[src/pwsm_pkg.sv]
// constants, register map and state types of the periodic wake-up status block
package pwsm_pkg;

  // ----------------------------------------------------------------------
  // register indices (byte address is four times the index)
  // ----------------------------------------------------------------------
  localparam logic [7:0] IDX_STATUS = 8'h1F;
  localparam logic [7:0] IDX_WU_CTRL = 8'h20;
  localparam logic [7:0] IDX_PR_CTRL = 8'h21;
  localparam logic [7:0] IDX_EVT_STAT = 8'h22;
  localparam logic [7:0] IDX_EVT_CLR = 8'h23;
  localparam logic [7:0] IDX_EVT_EN = 8'h24;

  // ----------------------------------------------------------------------
  // field positions and reset values
  // ----------------------------------------------------------------------
  localparam int CNT_W = 6;
  localparam int POS_PSEL = 7;
  localparam int POS_UNUSED = 6;
  localparam int POS_WU = 0;
  localparam int POS_PR = 1;
  localparam logic RST_PSEL = 1'b0;
  localparam logic [5:0] RST_LIMIT = 6'h3F;
  localparam logic [1:0] RST_EN = 2'h0;

  // whole register state of the top block
  typedef struct packed {
    logic psel;
    logic [5:0] snap;
    logic [5:0] wu_lim;
    logic [5:0] pr_lim;
    logic [1:0] flags;
    logic [1:0] irq_en;
    logic pr_pend;
    logic wait_req;
    logic [31:0] rdata;
    logic irq;
    logic clk_restart;
    logic periodic_reset_count_req;
    logic por_exit;
    logic por_only;
  } pwsm_state_t;

  // state of one interval counter
  typedef struct packed {
    logic [5:0] count;
  } pwsm_cnt_state_t;

endpackage

[src/pwsm_cnt_if.sv]
// counter control and result signals between top and counter
`timescale 1ns/10ps
`default_nettype none
interface pwsm_cnt_if;
  logic advance;
  logic restart;
  logic [5:0] limit;
  logic [5:0] count;
  logic hit;
  modport ctl (output advance, output restart, output limit, input count, input hit);
  modport cnt (input advance, input restart, input limit, output count, output hit);
endinterface
`default_nettype wire

[src/pwsm_counter.sv]
// one 6-bit interval counter with terminal-count restart
`timescale 1ns/10ps
`default_nettype none
module pwsm_counter (
  // clock and reset
  input wire logic sys_clk,
  input wire logic rst_n,
  // control and result
  pwsm_cnt_if.cnt cif
);

  pwsm_pkg::pwsm_cnt_state_t st_ff;
  pwsm_pkg::pwsm_cnt_state_t nxt_st;

  // terminal detect: a zero limit disables the counter
  assign cif.hit = cif.advance && (cif.limit != 6'h00) &&
                   (st_ff.count == (cif.limit - 6'h01));
  assign cif.count = st_ff.count;

  // next count: restart wins, terminal wraps to zero
  always_comb begin
    nxt_st = st_ff;
    if (cif.restart || cif.limit == 6'h00) begin
      nxt_st.count = 6'h00;
    end else if (cif.hit) begin
      nxt_st.count = 6'h00;
    end else if (cif.advance) begin
      nxt_st.count = st_ff.count + 6'h01;
    end
  end

  // state register
  always_ff @(posedge sys_clk or negedge rst_n) begin
    if (!rst_n) begin
      st_ff <= '0;
    end else begin
      st_ff <= nxt_st;
    end
  end

endmodule // pwsm_counter
`default_nettype wire

[src/pwsm_top.sv]
// periodic wake-up unit: counters, status readback, power-mode event routing
`timescale 1ns/10ps
`default_nettype none
module pwsm_top (
  // clock and reset
  input wire logic sys_clk,
  input wire logic rst_n,
  // avalon-mm slave
  input wire logic [9:0] avs_address,
  input wire logic avs_read,
  input wire logic avs_write,
  input wire logic [31:0] avs_writedata,
  input wire logic [3:0] avs_byteenable,
  output logic [31:0] avs_readdata,
  output logic avs_waitrequest,
  // wake clock tick and core state
  input wire logic wake_tick,
  input wire logic debug_freeze,
  input wire logic light_stop_mode,
  input wire logic deep_stop_mode,
  input wire logic clk_ready,
  input wire logic core_por,
  input wire logic core_por_from_stop,
  // requests to the core
  output logic irq,
  output logic clk_restart_req,
  output logic periodic_reset_req,
  output logic por_exit_req,
  output logic por_only_status
);

  // ----------------------------------------------------------------------
  // state and counters
  // ----------------------------------------------------------------------
  pwsm_pkg::pwsm_state_t st_ff;
  pwsm_pkg::pwsm_state_t nxt_st;

  pwsm_cnt_if wu_if ();
  pwsm_cnt_if pr_if ();

  pwsm_counter u_wu_cnt (
    .sys_clk(sys_clk),
    .rst_n(rst_n),
    .cif(wu_if.cnt)
  );

  pwsm_counter u_pr_cnt (
    .sys_clk(sys_clk),
    .rst_n(rst_n),
    .cif(pr_if.cnt)
  );

  // ----------------------------------------------------------------------
  // bus decode
  // ----------------------------------------------------------------------
  logic bus_req;
  logic bus_take;
  logic bus_done;
  logic [7:0] bus_idx;
  logic wr_lane0;
  logic true_por;
  logic [5:0] sel_count;
  logic wu_change;
  logic pr_change;
  logic [1:0] clr_bits;
  logic vec_hold;

  // first request cycle takes, second answers with waitrequest low
  assign bus_req = avs_read || avs_write;
  assign bus_take = bus_req && st_ff.wait_req;
  assign bus_done = bus_req && !st_ff.wait_req;
  assign bus_idx = avs_address[9:2];
  assign wr_lane0 = bus_done && avs_write && avs_byteenable[0];
  // a power-on that came out of deep stop must not wipe programmed state
  assign true_por = core_por && !core_por_from_stop;
  assign sel_count = st_ff.psel ? pr_if.count : wu_if.count;

  // interval writes: same data is no change; both zero is refused
  assign wu_change = wr_lane0 && bus_idx == pwsm_pkg::IDX_WU_CTRL &&
                     avs_writedata[5:0] != st_ff.wu_lim &&
                     !(avs_writedata[5:0] == 6'h00 && st_ff.pr_lim == 6'h00);
  assign pr_change = wr_lane0 && bus_idx == pwsm_pkg::IDX_PR_CTRL &&
                     avs_writedata[5:0] != st_ff.pr_lim &&
                     !(avs_writedata[5:0] == 6'h00 && st_ff.wu_lim == 6'h00);
  assign clr_bits = (wr_lane0 && bus_idx == pwsm_pkg::IDX_EVT_CLR) ?
                    avs_writedata[1:0] : 2'h0;
  // in light stop no vector may be presented before clocks are back
  assign vec_hold = light_stop_mode && !clk_ready;

  // ----------------------------------------------------------------------
  // counter control
  // ----------------------------------------------------------------------
  // counters stop during debug so intervals do not drift under a probe
  assign wu_if.advance = wake_tick && !debug_freeze;
  assign wu_if.restart = wu_change || true_por;
  assign wu_if.limit = st_ff.wu_lim;
  assign pr_if.advance = wu_if.hit;
  assign pr_if.restart = pr_change || true_por;
  assign pr_if.limit = st_ff.pr_lim;

  // ----------------------------------------------------------------------
  // next state
  // ----------------------------------------------------------------------
  always_comb begin
    nxt_st = st_ff;
    nxt_st.wait_req = !bus_take;
    nxt_st.clk_restart = 1'b0;
    nxt_st.periodic_reset_count_req = 1'b0;
    nxt_st.por_exit = 1'b0;
    nxt_st.por_only = 1'b0;
    // read path: capture selected counter on the take cycle
    if (bus_take && avs_read) begin
      nxt_st.rdata = 32'h0000_0000;
      unique case (bus_idx)
        pwsm_pkg::IDX_STATUS: begin
          nxt_st.snap = sel_count;
          nxt_st.rdata[pwsm_pkg::POS_PSEL] = st_ff.psel;
          nxt_st.rdata[pwsm_pkg::POS_UNUSED] = 1'b0;
          nxt_st.rdata[5:0] = sel_count;
        end
        pwsm_pkg::IDX_WU_CTRL: nxt_st.rdata[5:0] = st_ff.wu_lim;
        pwsm_pkg::IDX_PR_CTRL: nxt_st.rdata[5:0] = st_ff.pr_lim;
        pwsm_pkg::IDX_EVT_STAT: nxt_st.rdata[1:0] = st_ff.flags;
        pwsm_pkg::IDX_EVT_EN: nxt_st.rdata[1:0] = st_ff.irq_en;
        default: nxt_st.rdata = 32'h0000_0000; // clear register and holes read zero
      endcase
    end
    // write path: only bit 7 of status is writable
    if (wr_lane0 && bus_idx == pwsm_pkg::IDX_STATUS) begin
      nxt_st.psel = avs_writedata[pwsm_pkg::POS_PSEL];
    end
    if (wu_change) begin
      nxt_st.wu_lim = avs_writedata[5:0];
    end
    if (pr_change) begin
      nxt_st.pr_lim = avs_writedata[5:0];
    end
    if (wr_lane0 && bus_idx == pwsm_pkg::IDX_EVT_EN) begin
      nxt_st.irq_en = avs_writedata[1:0];
    end
    // flags: a hit in the clearing cycle wins over the clear
    nxt_st.flags[pwsm_pkg::POS_WU] = (st_ff.flags[pwsm_pkg::POS_WU] &&
                                      !clr_bits[pwsm_pkg::POS_WU]) ||
                                     wu_if.hit;
    nxt_st.flags[pwsm_pkg::POS_PR] = (st_ff.flags[pwsm_pkg::POS_PR] &&
                                      !clr_bits[pwsm_pkg::POS_PR]) ||
                                     pr_if.hit;
    // power-mode routing of events; registers are left untouched
    if (wu_if.hit || pr_if.hit) begin
      if (light_stop_mode) begin
        nxt_st.clk_restart = 1'b1;
      end
      if (deep_stop_mode) begin
        nxt_st.por_exit = 1'b1;
        nxt_st.por_only = pr_if.hit;
      end
    end
    if (pr_if.hit && !deep_stop_mode) begin
      if (vec_hold) begin
        nxt_st.pr_pend = 1'b1;
      end else begin
        nxt_st.periodic_reset_count_req = 1'b1;
      end
    end else if (st_ff.pr_pend && !vec_hold) begin
      nxt_st.periodic_reset_count_req = 1'b1;
      nxt_st.pr_pend = 1'b0;
    end
    // genuine power-on: page select and intervals back to reset values, flags cleared; interrupt enables kept
    if (true_por) begin
      nxt_st.psel = pwsm_pkg::RST_PSEL;
      nxt_st.wu_lim = pwsm_pkg::RST_LIMIT;
      nxt_st.pr_lim = pwsm_pkg::RST_LIMIT;
      nxt_st.flags = pwsm_pkg::RST_EN;
      nxt_st.pr_pend = 1'b0;
    end
    // wake-up stays pending through a deep stop exit until acknowledged
    // taken after the power-on clear so no stale interrupt outlives it
    nxt_st.irq = |(nxt_st.flags & st_ff.irq_en) && !vec_hold;
  end

  // state register
  always_ff @(posedge sys_clk or negedge rst_n) begin
    if (!rst_n) begin
      st_ff <= '0;
      st_ff.psel <= pwsm_pkg::RST_PSEL;
      st_ff.wu_lim <= pwsm_pkg::RST_LIMIT;
      st_ff.pr_lim <= pwsm_pkg::RST_LIMIT;
      st_ff.irq_en <= pwsm_pkg::RST_EN;
      st_ff.wait_req <= 1'b1;
    end else begin
      st_ff <= nxt_st;
    end
  end

  // outputs straight from the state register
  assign avs_readdata = st_ff.rdata;
  assign avs_waitrequest = st_ff.wait_req;
  assign irq = st_ff.irq;
  assign clk_restart_req = st_ff.clk_restart;
  assign periodic_reset_req = st_ff.periodic_reset_count_req;
  assign por_exit_req = st_ff.por_exit;
  assign por_only_status = st_ff.por_only;
endmodule // pwsm_top
`default_nettype wire

[config.mk]
export PLATFORM = sky130hd
export DESIGN_NAME = pwsm_top
export DESIGN_NICKNAME = d
export VERILOG_FILES = /design/src/pwsm_pkg.sv /design/src/pwsm_cnt_if.sv /design/src/pwsm_counter.sv /design/src/pwsm_top.sv
export SDC_FILE = /design/constraint.sdc
export NUM_CORES = 1
export LEC_CHECK = 0
export BUFFER_PORTS_ARGS = -buffer_cell sky130_fd_sc_hd__buf_2
export CAP_MARGIN = 20
export CORE_MARGIN = 2
export CORE_UTILIZATION = 45
export DETAILED_ROUTE_END_ITERATION = 16
export MAX_ROUTING_LAYER = met4
export PLACE_DENSITY = 0.71
export RECOVER_POWER = 50
export SYNTH_ARGS = -nofsm -noshare
export SYNTH_HDL_FRONTEND = slang
export SYNTH_SLANG_ARGS = --single-unit
[constraint.sdc]
create_clock -name sys_clk -period 3.7 [get_ports sys_clk]
set_clock_uncertainty 0.05 [all_clocks]
set_input_delay 0.37 -clock sys_clk [delete_from_list [all_inputs] [get_ports sys_clk]]
set_output_delay 0.37 -clock sys_clk [all_outputs]
set_load 0.01 [all_outputs]
==> flow_summary.yaml, run 1 <==
run_status:
  status: "finished, violations left"
  violations: "capacitance limit, slew limit"
synth:
  synth_cell_types: 70
  async_flop_share: 1.000
  avgSynthCellArea_sq_um: 9.589
  synth-edff-count: 0
  syn-cell-area_sq_um: 3107
  ys_ff_latch: 43
  yosysSeqAreaShare: 0.3516
  ys_top_cells_by_area: "dfrtp_1 (24%), dfstp_2 (11%), buf_4 (8.0%)"
  yosysTopAreaCell: "dfrtp_1"
  synth_top_cell_area_share: 0.2416
  synth_cells: 324
  yosysMostFrequentCell: "buf_4"
  synthFlopType: "dfrtp_1"
  synth-warning-count: 0
  yosys-top-cells-count: "buf_4 (33), dfrtp_1 (30), nand2_1 (18)"
power:
  power_leakage_nw: 1.352
  ir_drop_v: 0.0001413
  total_power_w: 0.0009695
  power_density_nw_per_um2: 295.8
place:
  port_buffers: 39
  placed_area_sq_um: 3178
  hpwlAfterDp_microns: 5178
  place_congestion: 0.8391
  dp_slack_ns: 0.7794
final_layout:
  final_cell_area_sq_um: 3278
  syn2layout_area_growth_pct: 5.517
  drive_gt1_frac: 0.2464
  diodes: 0
  fillers: 641
  fin_nets: 411
cts:
  path_clk_slew_ns: 0.08
  clk_latency_ns: 0.29
  cts_max_path_buffers: 2
  cts_root_buffer: "clkbuf_8"
  clock-sinks: 43
  h-tree-depth: 2
  cts_buffers: 5
  hold_buffers: 0
  cts_setup_buffers: 0
  ctsResizeCount: 0
  cts_tree: "built"
grt:
  grt_max_degree: 44
  grt_first_pass_wirelength_microns: 10990
  grt_pass1_vias: 2351
  globalRouteOverflowTotal: 0
  grt_usage: 0.1911
  antenna_found_initial: 0
min_path:
  hold-path-endpoint: "avs_waitrequest"
  min_from: "avs_read"
  hold_class: "in -> reg"
  hold-path-cell-count: 2
route:
  drc_errors: 0
  dr.first_iter.drc_count: 98
  vias: 2418
  via_per_inst: 5.636
  wl_microns: 6808
  first_pass_iters: 4
  antenna_left: 0
  wire_per_inst_microns: 15.87
setup_path:
  crit_required_ns: 3.84
  crit-reg2reg-launch: "wu_if.limit[0]"
  reg2reg_depth: 8
  ff2ff_setup_slack_ns: 0.78
  crit_fanout: 12
  cp.arrival_ns: 3.06
  end_kind: "register"
  setup.worst_path.start_class: "register"
  r2r-end: "u_wu_cnt.cif.count[3]"
  worstSetupPathType: "reg -> reg"
sta:
  min_period_ns: 2.920
  fin_ws_ns: 0.7801
  fmax_ghz: 0.3425
  finalSetupTns_ns: 0
  slew_headroom: -0.5004
  fin_crit_sh: 0.7892
  rsz0062_at_grt: "no"
  final-setup-viol-count: 0
  whs_ns: 0.2037
  tightestPinTransition_ns: 2.251
  maxSlewViolCount: 44
  finalHoldViolCount: 0
floorplan:
  num_io_pins: 95
  core_area_sq_um: 6719
  dieArea_sq_um: 7585
  start_util: 0.4624
  die_w_microns: 87.09
  die_h_microns: 87.09
  core.rowCount: 30
job:
  cap_violations: 1
## sequential cells by signal, indices dropped and copies added (netlist names)
| name | cells |
|---|---|
| avs_readdata | 7 |
| pr_if.limit | 6 |
| st_ff | 6 |
| u_pr_cnt.cif.count | 6 |
| u_wu_cnt.cif.count | 6 |
| wu_if.limit | 6 |
| avs_waitrequest | 1 |
| clk_restart_req | 1 |
| irq | 1 |
| periodic_reset_req | 1 |
| por_exit_req | 1 |
| por_only_status | 1 |
## metrics by stage
stage                     instances  utilization
after floorplan                 348            -
final                           429       0.4879
after CTS                       429       0.4890
after global routing            429       0.4879
after detailed placement        421       0.4730
after global placement          421       0.4730
## critical path: stages, from the launching register on
cell and delay [ns]:
dfstp_2 0.65, inv_1 0.09, ha_1 0.31, xor2_1 0.14
nand3_1 0.11, or4_1 0.53, or3_1 0.56, nand2_1 0.22
o21ba_2 0.18
## area by class of cell
cell class / instances / area [sq um] / area share
clock buffer: 5 / 68.82 / 0.02099
tap: 80 / 100.1 / 0.03053
timing repair buffer: 40 / 195.2 / 0.05954
clock inverter: 3 / 38.79 / 0.01183
multi-input combinational: 252 / 1760 / 0.5370
sequential: 43 / 1092 / 0.3332
inverter: 6 / 22.52 / 0.006870
## cells in the final DEF, fill, tap and decap left out, types with 3 or more instances in the layout
master,instances
dfrtp_1,30
inv_1,6
nor4_1,4
o22a_1,12
a22oi_2,3
or4_1,6
ha_1,6
o21ai_0,13
nand2b_1,4
clkbuf_1,6
nor3_2,3
xor2_1,16
nand3_1,15
and2_1,5
a21oi_2,3
clkbuf_8,5
conb_1,25
or3_1,4
a22oi_1,7
a21oi_1,9
or2_2,3
nor3_1,3
mux2i_1,6
nand2_1,18
xnor2_1,12
dfstp_2,12
buf_2,33
nor2_1,15
o21a_1,3
mux2_2,3
nor2b_1,7
a22o_1,4
## power breakdown
group	leakage, nW	internal [W]	switching [W]	total, W
registers	0.553	0.000481	0.0000198	0.000500
clock network	0.0556	0.000198	0.000156	0.000354
logic	0.744	0.0000421	0.0000731	0.000115
total	1.35	0.000720	0.000249	0.000970
## worst max path at each step
stage	slack (ns)	to	startpoint	cells past startpoint
finish	0.78	u_wu_cnt.cif.count[3]	wu_if.limit[0]	8
global route	0.56	u_pr_cnt.cif.count[2]	wu_if.limit[0]	8
CTS	0.78	u_wu_cnt.cif.count[3]	wu_if.limit[0]	8
detailed placement	0.78	u_wu_cnt.cif.count[3]	wu_if.limit[0]	8
global placement	0.80	u_wu_cnt.cif.count[3]	wu_if.limit[0]	8
floorplan	1.08	u_pr_cnt.cif.count[3]	wu_if.limit[0]	10
## logic make-up after synthesis
kind of cell	Yosys count	synth area share
AO/OA/AOI/OAI	73	0.1820
XOR/XNOR	29	0.08417
adder cells (fa/ha/maj)	6	0.02416
buffers and inverters	53	0.1107
flip-flops	43	0.3516
multiplexers	9	0.03021
other	1	0.001207
AND/OR/NAND/NOR	110	0.2159
## layer usage
| layer | track usage | up-vias | share of wire |
|---|---|---|---|
| met2 | 0.3303 | 88 | 0.49 |
| li1 | - | 1157 | - |
| met1 | 0.2216 | 1161 | 0.43 |
| met4 | 0.06853 | 0 | 0.018 |
| met5 | - | - | 0 |
| met3 | 0.03507 | 12 | 0.059 |
Power figures use the tool's default switching activity.
==> run 2, diff against run 1 <==
--- a/config.mk
+++ b/config.mk
@@ -11,7 +11,7 @@
 export CORE_UTILIZATION = 45
 export DETAILED_ROUTE_END_ITERATION = 16
 export MAX_ROUTING_LAYER = met4
-export PLACE_DENSITY = 0.71
+export PLACE_DENSITY = 0.74
 export RECOVER_POWER = 50
 export SYNTH_ARGS = -nofsm -noshare
 export SYNTH_HDL_FRONTEND = slang
==> constraint.sdc (replaced) <==
create_clock -name sys_clk -period 2.6 [get_ports sys_clk]
set_clock_uncertainty 0.05 [all_clocks]
set_input_delay 0.26 -clock sys_clk [delete_from_list [all_inputs] [get_ports sys_clk]]
set_output_delay 0.26 -clock sys_clk [all_outputs]
set_load 0.01 [all_outputs]
==> run 2 against run 1 <==
Compared with the run above:
- the run still ends with capacitance limit, slew limit left
- sequential power up 42%
- largest power group unchanged
- wire length up 1.8%
- highest routed layer unchanged
- critical path type unchanged
- count of clock-buffer cells in the layout stayed put
==> flow_summary.yaml, run 2 (synthesis results as in run 1) <==
final_layout:
  drive_gt1_frac: 0.2893
  diodes: 0
  layout_commonest_cell: "buf_2"
  syn2layout_area_growth_pct: 8.619
  final_util: 0.5022
  layout_common_cells: "buf_2 (37), dfrtp_1 (30), conb_1 (25)"
  fillers: 626
  fin_nets: 418
  largest_reg_flops: 7
  final_cell_area_sq_um: 3374
grt:
  grt_max_degree: 44
  grt_pass1_vias: 2383
  grt_first_pass_wirelength_microns: 11280
  antenna_found_initial: 0
  globalRouteOverflowTotal: 0
  grt_usage: 0.1954
run_status:
  status: "finished, violations left"
  violations: "capacitance limit, slew limit"
route:
  dr.first_iter.drc_count: 196
  vias: 2452
  via_per_inst: 5.624
  wire_per_inst_microns: 15.90
  wl_microns: 6933
  drc_errors: 0
  antenna_left: 0
  first_pass_iters: 4
setup_path:
  critPathLaunch: "wu_if.limit[0]"
  ff2ff_setup_slack_ns: 0.02
  cp-endpoint: "u_pr_cnt.cif.count[4]"
  cp.arrival_ns: 2.71
  crit_required_ns: 2.73
  setup.worst_path.start_class: "register"
  crit-reg2reg-launch: "wu_if.limit[0]"
  end_kind: "register"
  crit_fanout: 6
  worstSetupPathType: "reg -> reg"
  reg2reg_depth: 8
  r2r-end: "u_pr_cnt.cif.count[4]"
cts:
  cts_buffers: 5
  h-tree-depth: 2
  cts_max_path_buffers: 2
  clk_latency_ns: 0.30
  cts_tree: "built"
  cts_setup_buffers: 0
  cts_root_buffer: "clkbuf_8"
  clock-sinks: 43
  path_clk_slew_ns: 0.08
sta:
  fin_crit_sh: 0.9922
  maxSlewViolCount: 44
  finalHoldViolCount: 0
  slew_headroom: -0.5250
  finalSetupTns_ns: 0
  min_period_ns: 2.580
  rsz0062_at_grt: "yes"
  final-setup-viol-count: 0
  fmax_ghz: 0.3876
  tightestPinTransition_ns: 2.287
power:
  power_density_nw_per_um2: 411.4
  power_leakage_nw: 1.398
  total_power_w: 0.001388
  ir_drop_v: 0.0001742
place:
  placed_area_sq_um: 3228
  place_congestion: 0.8807
  hpwlAfterDp_microns: 5281
  port_buffers: 39
floorplan:
  die_w_microns: 87.09
  num_io_pins: 95
  core.rowCount: 30
  die_h_microns: 87.09
  dieArea_sq_um: 7585
  core_area_sq_um: 6719
  start_util: 0.4624
job:
  cap_violations: 1
min_path:
  hold_class: "in -> reg"
-- run 2: worst max-delay path, stage by stage, from the launching register on --
cell,delay [ns]
dfstp_2,0.54
inv_2,0.05
ha_4,0.26
xor2_1,0.14
nand3_1,0.12
or4_4,0.57
or3_4,0.47
a22oi_2,0.20
a21oi_2,0.07
-- run 2: routing by layer --
metal,global-route usage,vias up,part of all wire
li1,-,1173,-
met4,0.05594,0,0.018
met1,0.2421,1199,0.45
met3,0.03602,12,0.045
met2,0.3269,68,0.49
met5,-,-,0
-- run 2: layout make-up --
| type | count | area, sq um | share of cell area |
|---|---|---|---|
| Timing Repair Buffer | 46 | 245.2 | 0.07267 |
| Tap cell | 80 | 100.1 | 0.02966 |
| Multi-Input combinational cell | 253 | 1807 | 0.5354 |
| Clock inverter | 3 | 38.79 | 0.01149 |
| Sequential cell | 43 | 1092 | 0.3237 |
| Inverter | 6 | 22.52 | 0.006674 |
| Clock buffer | 5 | 68.82 | 0.02039 |
-- run 2: report_power, final --
group,internal (W),switching [W],total [W]
Clock,0.000281,0.000231,0.000512
Combinational,0.0000618,0.000105,0.000167
Sequential,0.000684,0.0000252,0.000709
Total,0.00103,0.000361,0.00139
-- run 2: worst min path at each step --
stage | start | to | slack (ns) | depth (start not counted)
final | avs_read | avs_waitrequest | 0.11 | 2
after global routing | avs_read | avs_waitrequest | 0.11 | 2
after CTS | rst_n | avs_readdata[5] | 0.09 | 1
after detailed placement | rst_n | avs_readdata[1] | 0.41 | 1
after global placement | avs_read | avs_waitrequest | 0.39 | 2
after floorplan | rst_n | avs_readdata[0] | -0.09 | 0
-- run 2: stage by stage --
step | cells | setup slack, ns | hold WS (ns)
floorplan | 348 | 0.0005589 | -0.08559
global placement | 427 | 0.01931 | 0.3905
global route | 436 | -0.1318 | 0.1098
finish | 436 | 0.02035 | 0.1060
detailed placement | 427 | -0.01163 | 0.4084
CTS | 436 | -0.01433 | 0.08704
-- run 2: timing repair --
item	CTS	global route
setup endpoints to repair	2	16
cloned	1	0
pin swaps	0	7
gates resized for setup	1	7
hold buffers	0	0
